**config.mk**
```make
export PLATFORM = sky130hd
export DESIGN_NAME = afc_top
export DESIGN_NICKNAME = d
export VERILOG_FILES = /design/src/hdl/afc_note_fix.sv /design/src/inc/afc_pkg.sv /design/src/hdl/afc_top.sv /design/src/hdl/afc_fifo.sv
export SDC_FILE = /design/constraint.sdc
export NUM_CORES = 1
export LEC_CHECK = 0
export ABC_AREA = 1
export BUFFER_PORTS_ARGS = -buffer_cell sky130_fd_sc_hd__buf_4
export CAP_MARGIN = 20
export CORE_MARGIN = 2
export CORE_UTILIZATION = 50
export DETAILED_ROUTE_END_ITERATION = 6
export GPL_TIMING_DRIVEN = 0
export PLACE_DENSITY = 0.68
export SYNTH_ARGS = -nofsm -noshare
export SYNTH_HDL_FRONTEND = slang
export SYNTH_SLANG_ARGS = --single-unit
export TNS_END_PERCENT = 50
```
**constraint.sdc**
```tcl
create_clock -name mclk -period 5.08 [get_ports mclk]
set_input_delay 0.254 -clock mclk [delete_from_list [all_inputs] [get_ports mclk]]
set_output_delay 0.254 -clock mclk [all_outputs]
set_load 0.05 [all_outputs]
```
**src/hdl/afc_note_fix.sv**
```systemverilog
// no logic here: the block lives in afc_top and afc_fifo

```
**src/inc/afc_pkg.sv**
```systemverilog
// shared constants and types for the converter output format control
package afc_pkg;
   // configuration addresses seen by the serial configuration port
   localparam logic [7:0] AFC_ADDR_OUT = 8'h73;
   localparam logic [7:0] AFC_ADDR_DIV = 8'h72;
   localparam logic [7:0] AFC_ADDR_PWR = 8'h25;
   localparam logic [7:0] AFC_ADDR_DLL = 8'h74;
   // field positions in the output-mode byte
   localparam int AFC_OUT_DDR_BIT  = 0;
   localparam int AFC_OUT_CMOS_BIT = 1;
   localparam int AFC_OUT_LOWI_BIT = 2;
   localparam int AFC_OUT_FMT_LSB  = 4;
   // field positions in divider, power and clock-range bytes
   localparam int AFC_DIV_LSB     = 0;
   localparam int AFC_PWR_LSB     = 0;
   localparam int AFC_DLL_SLOW_BIT = 0;
   // tri-level strap encoding
   localparam logic [1:0] AFC_STRAP_LOW   = 2'h0;
   localparam logic [1:0] AFC_STRAP_FLOAT = 2'h1;
   localparam logic [1:0] AFC_STRAP_HIGH  = 2'h2;
   // sample word
   localparam int AFC_DW = 14;
   localparam int AFC_HW = 7;
   localparam logic [15:0] AFC_CAL_PATTERN = 16'hcccc;
   localparam int AFC_FIFO_DEPTH = 8;
   // timing, at 125 MHz mclk
   localparam int AFC_CLK_PERIOD_NS = 8;
   localparam int AFC_RELOCK_NS     = 52000;
   localparam int AFC_RELOCK_CYC    = AFC_RELOCK_NS / AFC_CLK_PERIOD_NS;
   localparam int AFC_CAL_MS        = 200;
   localparam int AFC_CAL_CYC       =
      (AFC_CAL_MS * 1000000) / AFC_CLK_PERIOD_NS;

   typedef enum logic [1:0] {
      AFC_FMT_TWOS,
      AFC_FMT_GRAY,
      AFC_FMT_OFFSET
   } afc_fmt_t;
   typedef enum logic [1:0] {
      AFC_PWR_NORMAL,
      AFC_PWR_NAP,
      AFC_PWR_SLEEP
   } afc_pwr_t;
   typedef enum logic [1:0] {
      AFC_DIV_1,
      AFC_DIV_2,
      AFC_DIV_4
   } afc_div_t;
   // reset values
   localparam afc_fmt_t AFC_FMT_RST = AFC_FMT_TWOS;
   localparam logic AFC_DDR_RST  = 1'b0;
   localparam logic AFC_CMOS_RST = 1'b0;
   localparam logic AFC_LOWI_RST = 1'b0;
   localparam logic AFC_SLOW_RST = 1'b0;
endpackage : afc_pkg

```
**src/hdl/afc_top.sv**
```systemverilog
// converter control: clock divide, power state, output bus and coding
`timescale 1ns/1ns
// Operation
// - divider strap low gives 2, floating gives 1, high gives 4.
// - divide ratio written over the configuration port beats the strap.
// - after a clock rate change, relock may take 52 us, scaled by rate.
// - clock generator has slow and default fast range; controller picks.
// - output bus differential (default) or single-ended, SDR default or DDR.
// - differential drive is 3 mA by default or 2 mA to save power.
// - output mode, rate and drive set by a write to address 0x73.
// - in nap or sleep all data, clock and over-range outputs float.
// - after power-up the power strap picks normal, sleep or nap.
// - power state written over the configuration port beats the strap.
// - coding is two's complement by default, or Gray or offset binary.
// - offset binary runs from all zeros to all ones, mid-scale top bit.
// - two's complement is offset binary with its top bit inverted.
// - Gray keeps top bit, lower bits xor with next higher binary bit.
// - Gray mid-scale gives two top bits, full positive only top bit.
// - with divide 2 or 4 output clock stays low during calibration reset.
// - during calibration the data outputs show the fixed 0x0CCC pattern, the low 14 bits of 0xCCCC.
module afc_top
   import afc_pkg::*;
#(
   parameter int RELOCK_CYC = AFC_RELOCK_CYC,
   parameter int CAL_CYC    = AFC_CAL_CYC
) (
   input  wire logic              mclk,
   input  wire logic              rst,
   input  wire logic [1:0]        clock_divide_strap,
   input  wire logic [1:0]        power_state_strap,
   input  wire logic              serial_select_n,
   input  wire logic              cfg_wr,
   input  wire logic [7:0]        cfg_addr,
   input  wire logic [7:0]        cfg_data,
   input  wire logic              calibration_reset_n,
   input  wire logic              divider_phase_reset,
   input  wire logic [AFC_DW-1:0] core_data,
   input  wire logic              core_over_range,
   input  wire logic              core_valid,
   output logic                   core_ready,
   input  wire logic              capture_ready,
   output logic [AFC_DW-1:0]      out_data,
   output logic                   out_data_oe,
   output logic                   sample_output_clock,
   output logic                   sample_output_clock_oe,
   output logic                   out_over_range,
   output logic                   out_over_range_oe,
   output logic                   out_cmos_mode,
   output logic                   out_ddr_mode,
   output logic                   out_low_drive,
   output logic                   dll_slow_range,
   output logic                   dll_locked,
   output logic                   cal_done,
   output logic [1:0]             divide_ratio,
   output logic [1:0]             power_state
);
   localparam int FW = AFC_DW + 1;

   // tri-level strap decode, used for both straps
   function automatic logic [1:0] strap_sel(input logic [1:0] s,
                                            input logic [1:0] lo,
                                            input logic [1:0] fl,
                                            input logic [1:0] hi);
      logic [1:0] r;
      r = fl;
      if (s == AFC_STRAP_LOW) begin
         r = lo;
      end else if (s == AFC_STRAP_HIGH) begin
         r = hi;
      end
      return r;
   endfunction : strap_sel

   // configuration state
   logic       straps_taken_r;
   afc_div_t   div_r;
   afc_div_t   div_nxt;
   afc_pwr_t   pwr_r;
   afc_pwr_t   pwr_nxt;
   afc_fmt_t   fmt_r;
   logic       ddr_r;
   logic       cmos_r;
   logic       lowi_r;
   logic       slow_r;
   // clocking and calibration state
   logic [2:0]  div_cnt_r;
   logic [31:0] relock_r;
   logic        locked_r;
   logic        cal_rst_q_r;
   logic        cal_busy_r;
   logic [31:0] cal_cnt_r;
   // output stage
   logic [AFC_DW-1:0] dout_r;
   logic              dout_oe_r;
   logic              oclk_r;
   logic              or_r;
   logic              half_r;

   // configuration port decode
   wire wr_out = cfg_wr && (cfg_addr == AFC_ADDR_OUT);
   wire wr_div = cfg_wr && (cfg_addr == AFC_ADDR_DIV);
   wire wr_pwr = cfg_wr && (cfg_addr == AFC_ADDR_PWR);
   wire wr_dll = cfg_wr && (cfg_addr == AFC_ADDR_DLL);
   wire [1:0] div_fld = cfg_data[AFC_DIV_LSB +: 2];
   wire [1:0] pwr_fld = cfg_data[AFC_PWR_LSB +: 2];
   wire [1:0] fmt_fld = cfg_data[AFC_OUT_FMT_LSB +: 2];

   // strap choices
   wire [1:0] div_strap = strap_sel(clock_divide_strap, AFC_DIV_2,
                                    AFC_DIV_1, AFC_DIV_4);
   wire [1:0] pwr_strap = strap_sel(power_state_strap, AFC_PWR_NORMAL,
                                    AFC_PWR_SLEEP, AFC_PWR_NAP);

   // the port value wins over the strap once written; reserved codes ignored
   assign div_nxt = !straps_taken_r ? afc_div_t'(div_strap) :
                    (wr_div && div_fld != 2'h3) ? afc_div_t'(div_fld) :
                    div_r;
   assign pwr_nxt = !straps_taken_r ? afc_pwr_t'(pwr_strap) :
                    (wr_pwr && pwr_fld != 2'h3) ? afc_pwr_t'(pwr_fld) :
                    pwr_r;

   // straps are caught once, at the first edge after reset release
   always_ff @(posedge mclk) begin
      if (rst) begin
         straps_taken_r <= 1'b0;
         div_r          <= AFC_DIV_1;
         pwr_r          <= AFC_PWR_NORMAL;
      end else begin
         straps_taken_r <= 1'b1;
         div_r          <= div_nxt;
         pwr_r          <= pwr_nxt;
      end
   end

   // output mode byte and clock generator range
   always_ff @(posedge mclk) begin
      if (rst) begin
         fmt_r  <= AFC_FMT_RST;
         ddr_r  <= AFC_DDR_RST;
         cmos_r <= AFC_CMOS_RST;
         lowi_r <= AFC_LOWI_RST;
         slow_r <= AFC_SLOW_RST;
      end else begin
         if (wr_out) begin
            ddr_r  <= cfg_data[AFC_OUT_DDR_BIT];
            cmos_r <= cfg_data[AFC_OUT_CMOS_BIT];
            lowi_r <= cfg_data[AFC_OUT_LOWI_BIT];
            if (fmt_fld != 2'h3) begin
               fmt_r <= afc_fmt_t'(fmt_fld);
            end
         end
         if (wr_dll) begin
            slow_r <= cfg_data[AFC_DLL_SLOW_BIT];
         end
      end
   end

   // sample strobe from the divided clock
   wire [2:0] div_last = (div_r == AFC_DIV_4) ? 3'h3 :
                         (div_r == AFC_DIV_2) ? 3'h1 : 3'h0;
   wire       strobe   = (div_cnt_r == 3'h0);

   always_ff @(posedge mclk) begin
      if (rst || divider_phase_reset) begin
         div_cnt_r <= 3'h0;
      end else if (div_cnt_r >= div_last) begin
         div_cnt_r <= 3'h0;
      end else begin
         div_cnt_r <= div_cnt_r + 3'h1;
      end
   end

   // relock time scales with the divide ratio, i.e. inversely with rate
   wire        rate_change = straps_taken_r && (div_nxt != div_r);
   wire [31:0] relock_load = (div_nxt == AFC_DIV_4) ? 32'(RELOCK_CYC * 4) :
                             (div_nxt == AFC_DIV_2) ? 32'(RELOCK_CYC * 2) :
                             32'(RELOCK_CYC);

   always_ff @(posedge mclk) begin
      if (rst) begin
         relock_r <= 32'h0;
      end else if (rate_change) begin
         relock_r <= relock_load;
      end else if (relock_r != 32'h0) begin
         relock_r <= relock_r - 32'h1;
      end
   end

   // lock flag as its own flop: high exactly when the count reads zero
   always_ff @(posedge mclk) begin
      if (rst) begin
         locked_r <= 1'b1;
      end else begin
         locked_r <= !rate_change && (relock_r <= 32'h1);
      end
   end

   // calibration runs after reset and after every rising calibration reset
   wire cal_rise = calibration_reset_n && !cal_rst_q_r;

   always_ff @(posedge mclk) begin
      if (rst) begin
         cal_rst_q_r <= 1'b0;
         cal_busy_r  <= 1'b1;
         cal_cnt_r   <= 32'h0;
      end else begin
         cal_rst_q_r <= calibration_reset_n;
         if (!calibration_reset_n || cal_rise) begin
            cal_busy_r <= 1'b1;
            cal_cnt_r  <= 32'(CAL_CYC);
         end else if (cal_cnt_r > 32'h1) begin
            cal_cnt_r <= cal_cnt_r - 32'h1;
         end else begin
            cal_cnt_r  <= 32'h0;
            cal_busy_r <= 1'b0;
         end
      end
   end

   // coding is combinational ahead of the fifo, adding no latency
   wire [AFC_DW-1:0] obin = core_data;
   wire [AFC_DW-1:0] twos = {~obin[AFC_DW-1], obin[AFC_DW-2:0]};
   wire [AFC_DW-1:0] gray = obin ^ (obin >> 1);
   wire [AFC_DW-1:0] coded = (fmt_r == AFC_FMT_GRAY)   ? gray :
                             (fmt_r == AFC_FMT_OFFSET) ? obin :
                             twos;

   // the core is stalled by the fifo; a full fifo drops core_ready
   wire          fifo_in_ready;
   wire          fifo_out_valid;
   wire [FW-1:0] fifo_out_data;
   wire          active   = (pwr_r == AFC_PWR_NORMAL);
   wire          push_ok  = strobe && core_valid && active;
   wire          emit_ok  = active && capture_ready;
   wire          pop      = emit_ok && (!ddr_r || half_r);

   assign core_ready = fifo_in_ready && strobe && active;

   afc_fifo #(
      .WIDTH (FW),
      .DEPTH (AFC_FIFO_DEPTH)
   ) afc_fifo_inst (
      .mclk      (mclk),
      .rst       (rst),
      .in_valid  (push_ok),
      .in_ready  (fifo_in_ready),
      .in_data   ({core_over_range, coded}),
      .out_valid (fifo_out_valid),
      .out_ready (pop),
      .out_data  (fifo_out_data)
   );

   // ddr sends low half then high half on the lower lines
   wire [AFC_DW-1:0] word    = fifo_out_data[AFC_DW-1:0];
   wire [AFC_DW-1:0] ddr_word = half_r ?
        {{AFC_DW-AFC_HW{1'b0}}, word[AFC_DW-1:AFC_HW]} :
        {{AFC_DW-AFC_HW{1'b0}}, word[AFC_HW-1:0]};
   wire [AFC_DW-1:0] send    = cal_busy_r ? AFC_CAL_PATTERN[AFC_DW-1:0] :
                               ddr_r ? ddr_word : word;
   wire              go      = emit_ok && fifo_out_valid;
   wire              hold_lo = !calibration_reset_n && (div_r != AFC_DIV_1);

   // output stage: all bus pins come from flops
   always_ff @(posedge mclk) begin
      if (rst) begin
         dout_r    <= '0;
         dout_oe_r <= 1'b0;
         oclk_r    <= 1'b0;
         or_r      <= 1'b0;
         half_r    <= 1'b0;
      end else begin
         // stay off until the strap power state has been taken
         dout_oe_r <= straps_taken_r && active;
         if (hold_lo) begin
            oclk_r <= 1'b0;
         end else if (go) begin
            oclk_r <= ~oclk_r;
         end
         if (go) begin
            dout_r <= send;
            or_r   <= fifo_out_data[AFC_DW];
            half_r <= ddr_r ? ~half_r : 1'b0;
         end else if (cal_busy_r) begin
            dout_r <= AFC_CAL_PATTERN[AFC_DW-1:0];
         end
         if (!ddr_r) begin
            half_r <= 1'b0;
         end
      end
   end

   // status mirrors; nap or sleep releases every bus pin
   assign out_data               = dout_r;
   assign out_data_oe            = dout_oe_r;
   assign sample_output_clock    = oclk_r;
   assign sample_output_clock_oe = dout_oe_r;
   assign out_over_range         = or_r;
   assign out_over_range_oe      = dout_oe_r;
   assign out_cmos_mode          = cmos_r;
   assign out_ddr_mode           = ddr_r;
   assign out_low_drive          = lowi_r && !cmos_r;
   assign dll_slow_range         = slow_r;
   assign dll_locked             = locked_r;
   assign cal_done               = !cal_busy_r;
   assign divide_ratio           = div_r;
   assign power_state            = pwr_r;
endmodule : afc_top

```
**src/hdl/afc_fifo.sv**
```systemverilog
// sample fifo with its own memory and registered read data
`timescale 1ns/1ns
module afc_fifo #(
   parameter int WIDTH = 15,
   parameter int DEPTH = 8
) (
   input  wire logic             mclk,
   input  wire logic             rst,
   input  wire logic             in_valid,
   output logic                  in_ready,
   input  wire logic [WIDTH-1:0] in_data,
   output logic                  out_valid,
   input  wire logic             out_ready,
   output logic      [WIDTH-1:0] out_data
);
   localparam int AW = $clog2(DEPTH);

   logic [WIDTH-1:0] mem_r [DEPTH];
   logic [AW-1:0]    wr_r;
   logic [AW-1:0]    rd_r;
   logic [AW:0]      cnt_r;
   logic [AW:0]      cnt_nxt;
   logic             out_valid_r;
   logic [WIDTH-1:0] out_data_r;
   wire              push;
   wire              load;

   // memory holds DEPTH words, the output register one more
   assign in_ready  = (cnt_r < (AW+1)'(DEPTH));
   assign push      = in_valid && in_ready;
   assign load      = (cnt_r != '0) && (!out_valid_r || out_ready);
   assign cnt_nxt   = cnt_r + (AW+1)'(push) - (AW+1)'(load);
   assign out_valid = out_valid_r;
   assign out_data  = out_data_r;

   // write side
   always_ff @(posedge mclk) begin
      if (push) begin
         mem_r[wr_r] <= in_data;
      end
      if (rst) begin
         wr_r <= '0;
      end else if (push) begin
         wr_r <= (wr_r == AW'(DEPTH-1)) ? '0 : wr_r + 1'b1;
      end
   end

   // read side, data leave through a register
   always_ff @(posedge mclk) begin
      if (rst) begin
         rd_r        <= '0;
         cnt_r       <= '0;
         out_valid_r <= 1'b0;
         out_data_r  <= '0;
      end else begin
         cnt_r <= cnt_nxt;
         if (load) begin
            out_data_r  <= mem_r[rd_r];
            out_valid_r <= 1'b1;
            rd_r <= (rd_r == AW'(DEPTH-1)) ? '0 : rd_r + 1'b1;
         end else if (out_ready) begin
            out_valid_r <= 1'b0;
         end
      end
   end
endmodule : afc_fifo

```
==> summary.txt, run 1 <==
Floorplan
  – Core ar.: 0.0218 mm²
  – Ports: 73
  – Starting Density: 0.507
  – Die Area: 0.0233 mm²
  – Cell Rows: 54
  – Die Wd: 153 µm
  – Die Y: 153 µm

Logic synthesis
  – YS warnings: 0
  – Area leader, netlist: edfxtp_1
  – Mapped Area: 0.0110 mm²
  – Top-area cell type share of the netlist area: 0.327
  – Post-synth EDFFs: 120
  – Largest cells by area after synthesis: edfxtp_1 (33%), dfxtp_1 (23%), nor2_1 (7.1%)
  – Post-synthesis sequential area ratio: 0.554
  – Top FF cell, synth: dfxtp_1
  – Asr flop ratio synth: 0
  – Syn Nets: 1272
  – Synthesized area per cell: 9.15 µm²
  – Post-Syn Instances: 1205
  – Synthesized flop and latch total: 245
  – Yosys cell types: 44

Min path
  – WHS Endpoint: div_cnt_r[2]
  – Hold wc startpoint: divider_phase_reset
  – Hold Crit Class: input port to flip-flop
  – Hold Crit Depth: 4

Timing
  – Minimum clock period: 2.87 ns
  – Final count of hold timing violations: 0
  – Max Slew Vio Count: 0
  – # setup viols final: 0
  – Max frequency: 349 MHz
  – Worst-Margin Slew: 0.912 ns
  – RSZ-0062 raised after global routing: no
  – Worst slew margin: 0.389
  – Hold WS: 0.0180 ns
  – Setup TNS Final: 0 ns
  – Clock Skew: 0.0165 ns
  – Tcrit/Tclk final: 0.564

Critical path
  – Critical path capture point type: flip-flop
  – Worst r2r path cells: 13
  – Critical path peak fanout: 10
  – Crit-path cells: inv_1 -> o211ai_1 -> nand2_1 -> nand2_1 -> clkinv_1 -> buf_2 -> ha_1 -> inv_1 -> ha_1 -> inv_1 -> fa_1 -> xor2_1 -> nor2_1
  – Critical Path Slowest Stage Cell: dfxtp_1
  – CP most frequent cell: inv_1
  – R2r setup slk: 2.21 ns
  – Kind of critical path: flip-flop to flip-flop
  – Crit path largest cell delay: 0.47 ns
  – Critical path startpoint category: flip-flop
  – Critical path buffers and inverters: 5
  – CP required: 5.49 ns
  – Worst r2r dst: afc_fifo_inst.cnt_r[2]
  – CP top delay family: buffers and inverters
  – CP arrival: 3.27 ns
  – Reg2reg start: out_ddr_mode

Status
  – Status: finished clean

Clock tree
  – CTS root buf: clkbuf_16
  – CTS Sinks: 245
  – H-tree levels: 1
  – Worst-path clk slew: 0.06 ns
  – Post-CTS Resized: 0
  – Worst skew pair latency: 0.54 ns
  – Total CTS buffers: 26
  – Clock buffer depth: 3
  – Post-CTS Setup Bufs: 0
  – CTS tree: yes

GRT
  – Global route overflow: 0
  – Largest net degree at the start of global routing: 14
  – Vias in the first global route: 8334
  – M3 GR Usage: 0.0333
  – Met1 usage: 0.300
  – GRT met2 Usage: 0.391
  – Global-route wire length before repair: 42.9 mm
  – Gr busiest metal: met2
  – Tot GR Track Use: 0.228
  – Initial antenna violation count: 0

Finish
  – Final Cell Area: 0.0129 mm²
  – Diode count: 0
  – Register area: 0.00611 mm²
  – Fillers: 1909
  – Nets: 1380
  – Ratio of cells with drive above 1 in the final layout: 0.133
  – Synth-to-layout area growth: 16.8%
  – Multi-input logic area: 0.00435 mm²
  – Fin cells: 1613

Place
  – Placed cell areas: 0.0120 mm²
  – Final Wtd Congestion: 0.912
  – PortBufs: 67
  – Cells after DPL: 1560
  – Post-DP HPWL: 19.2 mm

Detailed routing
  – Drt initial violations: 605
  – DRT Wirelength: 26.7 mm
  – Final antenna-violating net count: 0
  – DRC Markers: 0
  – Vias: 8627
  – Drt pass-1 iters: 5
  – Wire per inst: 16.6 µm
  – Vias/cell: 5.35

Pwr
  – Leak Pwr: 0.00515 µW
  – VDD IR max: 387 µV
  – Power Dens Cells: 497 mW/mm²

Job
  – Max_cap viols: 0
## worst max path at each step
| stage | cells past startpoint | from | slack (ns) | end |
|---|---|---|---|---|
| final | 13 | out_ddr_mode | 2.21 | afc_fifo_inst.cnt_r[2] |
| after global routing | 13 | out_ddr_mode | 2.00 | afc_fifo_inst.cnt_r[2] |
| after CTS | 13 | out_ddr_mode | 2.21 | afc_fifo_inst.cnt_r[2] |
| after detailed placement | 13 | out_ddr_mode | 2.23 | afc_fifo_inst.cnt_r[2] |
| after global placement | 8 | div_cnt_r[0] | 1.10 | afc_fifo_inst.mem_r[0][7] |
| after floorplan | 7 | power_state[1] | 1.14 | afc_fifo_inst.mem_r[1][0] |
## per-layer routing
metal,vias to the layer above,part of all wire
met4,0,0.030
met5,-,0
met3,59,0.053
met1,4064,0.44
met2,214,0.48
li1,4290,-
## synth_stat cells, types with 4 or more instances
cell type	number
nand3_1	48
ha_1	23
inv_1	108
nor2_4	5
o22ai_1	15
nand2_1	147
xnor2_1	23
nor3_2	4
nor4_1	4
clkbuf_1	31
nand4_1	15
a21oi_1	76
dfxtp_1	125
nor2_2	10
nor2_1	210
edfxtp_1	120
o21ai_0	93
nand2_2	14
o221ai_1	15
nor3_1	25
xor2_1	28
mux2_2	4
or2_2	6
o211ai_1	17
## cells by family after synthesis
group | share of synthesized area
flip-flops | 0.554
AO/OA/AOI/OAI | 0.114
buffers and inverters | 0.0554
adder cells (fa/ha/maj) | 0.0279
AND/OR/NAND/NOR | 0.202
multiplexers | 0.00590
XOR/XNOR | 0.0405
## metrics by stage
stage,total power (µW),util,worst slack [ns]
after floorplan,3980,-,1.14
after global placement,4530,0.546,1.10
after detailed placement,4590,0.552,2.23
after CTS,6420,0.592,2.21
after global routing,6770,0.592,2.00
final,6410,0.592,2.21
## placed cells by master (no fill, tap or decap), drive strengths merged, types with 28 or more instances in the layout
| master | instances |
|---|---|
| dfxtp | 125 |
| inv | 110 |
| nand3 | 50 |
| edfxtp | 120 |
| nor3 | 29 |
| nor2 | 225 |
| nand2 | 164 |
| clkbuf | 73 |
| o21ai | 93 |
| a21oi | 76 |
| xor2 | 28 |
| buf | 85 |
## where the power goes
| group | switching [µW] | internal [µW] |
|---|---|---|
| Clock | 767 | 1060 |
| Combinational | 1410 | 698 |
| Sequential | 169 | 2300 |
## repair_timing
item	CTS	global route
hold buffers	5	0
endpoints found under the hold margin	12	0
setup endpoints to repair	0	0
## final cells by class
class / instances / area share
Sequential cell: 245 / 0.474
Multi-Input combinational cell: 806 / 0.338
Clock buffer: 42 / 0.0583
Timing Repair Buffer: 80 / 0.0505
Inverter: 113 / 0.0329
Tap cell: 280 / 0.0272
Buffer: 41 / 0.0145
Clock inverter: 6 / 0.00505
## state kept, by name, summed over array words and instances (netlist names), 2 cells and up
| signal | flops |
|---|---|
| afc_fifo_inst.mem_r | 120 |
| cal_cnt_r | 32 |
| relock_r | 32 |
| afc_fifo_inst.out_data | 15 |
| out_data | 14 |
| afc_fifo_inst.cnt_r | 4 |
| afc_fifo_inst.rd_r | 3 |
| afc_fifo_inst.wr_r | 3 |
| div_cnt_r | 3 |
| divide_ratio | 2 |
| fmt_r | 2 |
| power_state | 2 |
## worst register-to-register path, stage by stage (launching register included)
cell and delay [ns]:
dfxtp_1 0.47, inv_1 0.16, o211ai_1 0.18, nand2_1 0.09, nand2_1 0.12, clkinv_1 0.29, buf_2 0.31, ha_1 0.31
inv_1 0.06, ha_1 0.13, inv_1 0.06, fa_1 0.37, xor2_1 0.14, nor2_1 0.05
Note: power is estimated with default switching activity, not from simulation.
==> inputs of run 2 (changes only) <==
--- a/config.mk
+++ b/config.mk
@@ -5,14 +5,14 @@
 export SDC_FILE = /design/constraint.sdc
 export NUM_CORES = 1
 export LEC_CHECK = 0
-export ABC_AREA = 1
+export ABC_AREA = 0
 export BUFFER_PORTS_ARGS = -buffer_cell sky130_fd_sc_hd__buf_4
 export CAP_MARGIN = 20
 export CORE_MARGIN = 2
 export CORE_UTILIZATION = 50
 export DETAILED_ROUTE_END_ITERATION = 6
 export GPL_TIMING_DRIVEN = 0
-export PLACE_DENSITY = 0.68
+export PLACE_DENSITY = 0.71
 export SYNTH_ARGS = -nofsm -noshare
 export SYNTH_HDL_FRONTEND = slang
 export SYNTH_SLANG_ARGS = --single-unit
==> constraint.sdc (replaced) <==
create_clock -name mclk -period 2.4 [get_ports mclk]
set_input_delay 0.12 -clock mclk [delete_from_list [all_inputs] [get_ports mclk]]
set_output_delay 0.12 -clock mclk [all_outputs]
set_load 0.05 [all_outputs]
==> run 2 against run 1 <==
  * Area after synthesis is 5.0% lower
  * Largest power group unchanged
  * Non-clock buffer count is 18 higher
  * Critical path depth is 7 lower
  * Critical path type unchanged
  * First-iteration DRC count is 37% lower
==> summary.txt, run 2 <==
Finish
  – Final Cell Area: 0.0127 mm² (was 0.0129 mm²)
  – Ratio of cells with drive above 1 in the final layout: 0.209 (was 0.133)
  – Largest Register: afc_fifo_inst.mem_r (unchanged)
  – Synth-to-layout area growth: 21.7% (was 16.8%)
  – Diode count: 0 (unchanged)
  – Max FFs per register: 120 (unchanged)
  – Leading cell types in the layout, fill and taps excluded: dfxtp_1 (120), edfxtp_1 (120), buf_4 (80), nor2_1 (74), a21oi_1 (48) (was nor2_1 (210), nand2_1 (147), dfxtp_1 (125), edfxtp_1 (120), inv_1 (108))
  – Biggest regs: afc_fifo_inst.mem_r (120), cal_cnt_r (32), relock_r (32) (unchanged)
  – Nets: 1057 (was 1380)

Timing
  – Minimum clock period: 2.39 ns (was 2.87 ns)
  – Max frequency: 418 MHz (was 349 MHz)
  – Final count of hold timing violations: 0 (unchanged)
  – Setup TNS Final: 0 ns (unchanged)
  – Worst-Margin Slew: 1.08 ns (was 0.912 ns)
  – Tcrit/Tclk final: 0.997 (was 0.564)
  – RSZ-0062 raised after global routing: yes (was no)
  – # setup viols final: 0 (unchanged)
  – Worst slew margin: 0.279 (was 0.389)
  – Clock Skew: 0.0141 ns (was 0.0165 ns)
  – Max Slew Vio Count: 0 (unchanged)

GRT
  – Tot GR Track Use: 0.212 (was 0.228)
  – Vias in the first global route: 6956 (was 8334)
  – Global route overflow: 0 (unchanged)
  – Initial antenna violation count: 0 (unchanged)
  – Largest net degree at the start of global routing: 16 (was 14)
  – Global-route wire length before repair: 37.0 mm (was 42.9 mm)

Clock tree
  – Worst-path clk slew: 0.06 ns (about the same)
  – Clock buffer depth: 3 (unchanged)
  – H-tree levels: 1 (unchanged)
  – CTS tree: yes (unchanged)
  – Worst skew pair latency: 0.52 ns (was 0.54 ns)
  – Total CTS buffers: 26 (unchanged)
  – CTS root buf: clkbuf_16 (unchanged)
  – CTS Sinks: 245 (unchanged)

Place
  – Final Wtd Congestion: 0.805 (was 0.912)
  – PortBufs: 67 (unchanged)
  – Placed cell areas: 0.0115 mm² (was 0.0120 mm²)
  – Post-DP HPWL: 15.4 mm (was 19.2 mm)

Floorplan
  – Core ar.: 0.0204 mm² (was 0.0218 mm²)
  – Die Area: 0.0221 mm² (was 0.0233 mm²)
  – Die Wd: 149 µm (was 153 µm)
  – Starting Density: 0.513 (was 0.507)
  – Ports: 73 (unchanged)
  – Die Y: 149 µm (was 153 µm)
  – Cell Rows: 52 (was 54)

Detailed routing
  – Drt pass-1 iters: 5 (unchanged)
  – Vias/cell: 5.61 (was 5.35)
  – Drt initial violations: 380 (was 605)
  – Vias: 7168 (was 8627)
  – DRT Wirelength: 23.1 mm (was 26.7 mm)
  – Final antenna-violating net count: 0 (unchanged)
  – Wire per inst: 18.1 µm (was 16.6 µm)
  – DRC Markers: 0 (unchanged)

Critical path
  – Critical path peak fanout: 6 (was 10)
  – Kind of critical path: flip-flop to flip-flop (unchanged)
  – CP arrival: 2.84 ns (was 3.27 ns)
  – Critical path startpoint category: flip-flop (unchanged)
  – CP required: 2.85 ns (was 5.49 ns)
  – Critical path capture point type: flip-flop (unchanged)

Pwr
  – Power Dens Cells: 1150 mW/mm² (was 497 mW/mm²)
  – Leak Pwr: 0.00457 µW (was 0.00515 µW)
  – VDD IR max: 749 µV (was 387 µV)

Logic synthesis
  – Synthesized area per cell: 12.0 µm² (was 9.15 µm²)
  – Synthesized flop and latch total: 245 (unchanged)
  – Largest cells by area after synthesis: edfxtp_1 (34%), dfxtp_1 (24%), mux4_2 (6.5%) (was edfxtp_1 (33%), dfxtp_1 (23%), nor2_1 (7.1%))
  – Syn Nets: 937 (was 1272)
  – YS warnings: 0 (unchanged)
  – Post-synth EDFFs: 120 (unchanged)
  – Post-synthesis sequential area ratio: 0.583 (was 0.554)
  – Asr flop ratio synth: 0 (unchanged)
  – Top-area cell type share of the netlist area: 0.344 (was 0.327)
  – Area leader, netlist: edfxtp_1 (unchanged)
  – Post-Syn Instances: 870 (was 1205)
  – Most frequent cells after synthesis: dfxtp_1 (125), edfxtp_1 (120), nor2_1 (80), a21oi_1 (48), nand2_1 (47) (was nor2_1 (210), nand2_1 (147), dfxtp_1 (125), edfxtp_1 (120), inv_1 (108))
  – Yosys cell types: 61 (was 44)
  – Mapped Area: 0.0105 mm² (was 0.0110 mm²)
  – Count leader, synth: dfxtp_1 (was nor2_1)
  – Top FF cell, synth: dfxtp_1 (unchanged)

Min path
  – Hold Crit Class: input port to flip-flop (unchanged)

Job
  – Max_cap viols: 0 (unchanged)

Status
  – Status: finished clean (unchanged)
==> run 2: cell types whose count changed after synthesis, moves of 22 or more <==
cell and delta:
inv_1 -82, mux2i_1 +22, nor2_1 -130, a21oi_1 -28
mux4_2 +30, nand2_1 -100, o21ai_0 -68
==> run 2: layer usage <==
metal,GRT usage,vias to the layer above,part of all wire
li1,-,3448,-
met2,0.353,170,0.48
met1,0.300,3513,0.46
met3,0.0257,37,0.045
met5,0,-,0
met4,0.0490,0,0.018
==> run 2: report_power, final <==
| group | total, µW | internal [µW] | switching (µW) |
|---|---|---|---|
| sequential | 5370 | 4930 | 445 |
| combinational | 5110 | 2310 | 2800 |
| clock | 4140 | 2590 | 1550 |
| total | 14600 | 9830 | 4790 |
==> run 2: cell families after synthesis <==
kind of cell / count (synthesis) / synth area share
compound gates: 132 / 0.0788
xor+xnor: 58 / 0.0485
fa+ha+maj: 24 / 0.0294
buf+inv: 74 / 0.0288
flops: 245 / 0.583
mux: 54 / 0.0874
simple gates: 283 / 0.144
==> run 2: what timing repair did <==
action	CTS	global route
pin swaps	7	8
gates resized for setup	23	23
gates cloned	0	1
setup buffers	5	7
endpoints found under the setup margin	163	80
endpoints found under the hold margin	22	0
hold buffers	14	0
==> run 2: worst paths after layout <==
kind / startpoint / endpoint / slack [ns] / cells past startpoint
worst max register to register: cal_cnt_r[9] / cal_cnt_r[13] / 0.008 / 6
worst max-delay path: cal_cnt_r[9] / cal_cnt_r[13] / 0.008 / 6
worst min register to register: afc_fifo_inst.out_data[14] / out_over_range / 0.46 / 2
worst min-delay path: clock_divide_strap[0] / divide_ratio[0] / 0.05 / 4
==> run 2: critical path, stage by stage, from the launching register on <==
cell	delay, ns
dfxtp_1	0.32
or4_4	0.56
or4_1	0.40
buf_4	0.17
or3_4	0.40
or3_1	0.32
a31oi_1	0.15
==> run 2: stage by stage <==
step	power, µW	setup slack, ns	instances	hold WS, ns	util
after global routing	15400	-0.114	1278	0.0984	0.624
after CTS	14400	-0.0373	1272	0.0348	0.618
after floorplan	8840	-0.0553	870	0.219	-
after global placement	9620	-0.454	1207	0.357	0.559
final	14600	0.00757	1278	0.0509	0.624
after detailed placement	9730	-0.530	1209	0.358	0.561
==> run 2: cell type report <==
class                   count  area (µm²)
flip-flops and latches    245        6120
repair buffers             97         810
multi-input cells         551        4270
clock buffers              43         806
clock inverters             3        90.1
inverters                  27         101
well taps                 270         338
plain buffers              42         210
fillers                  1610        7680
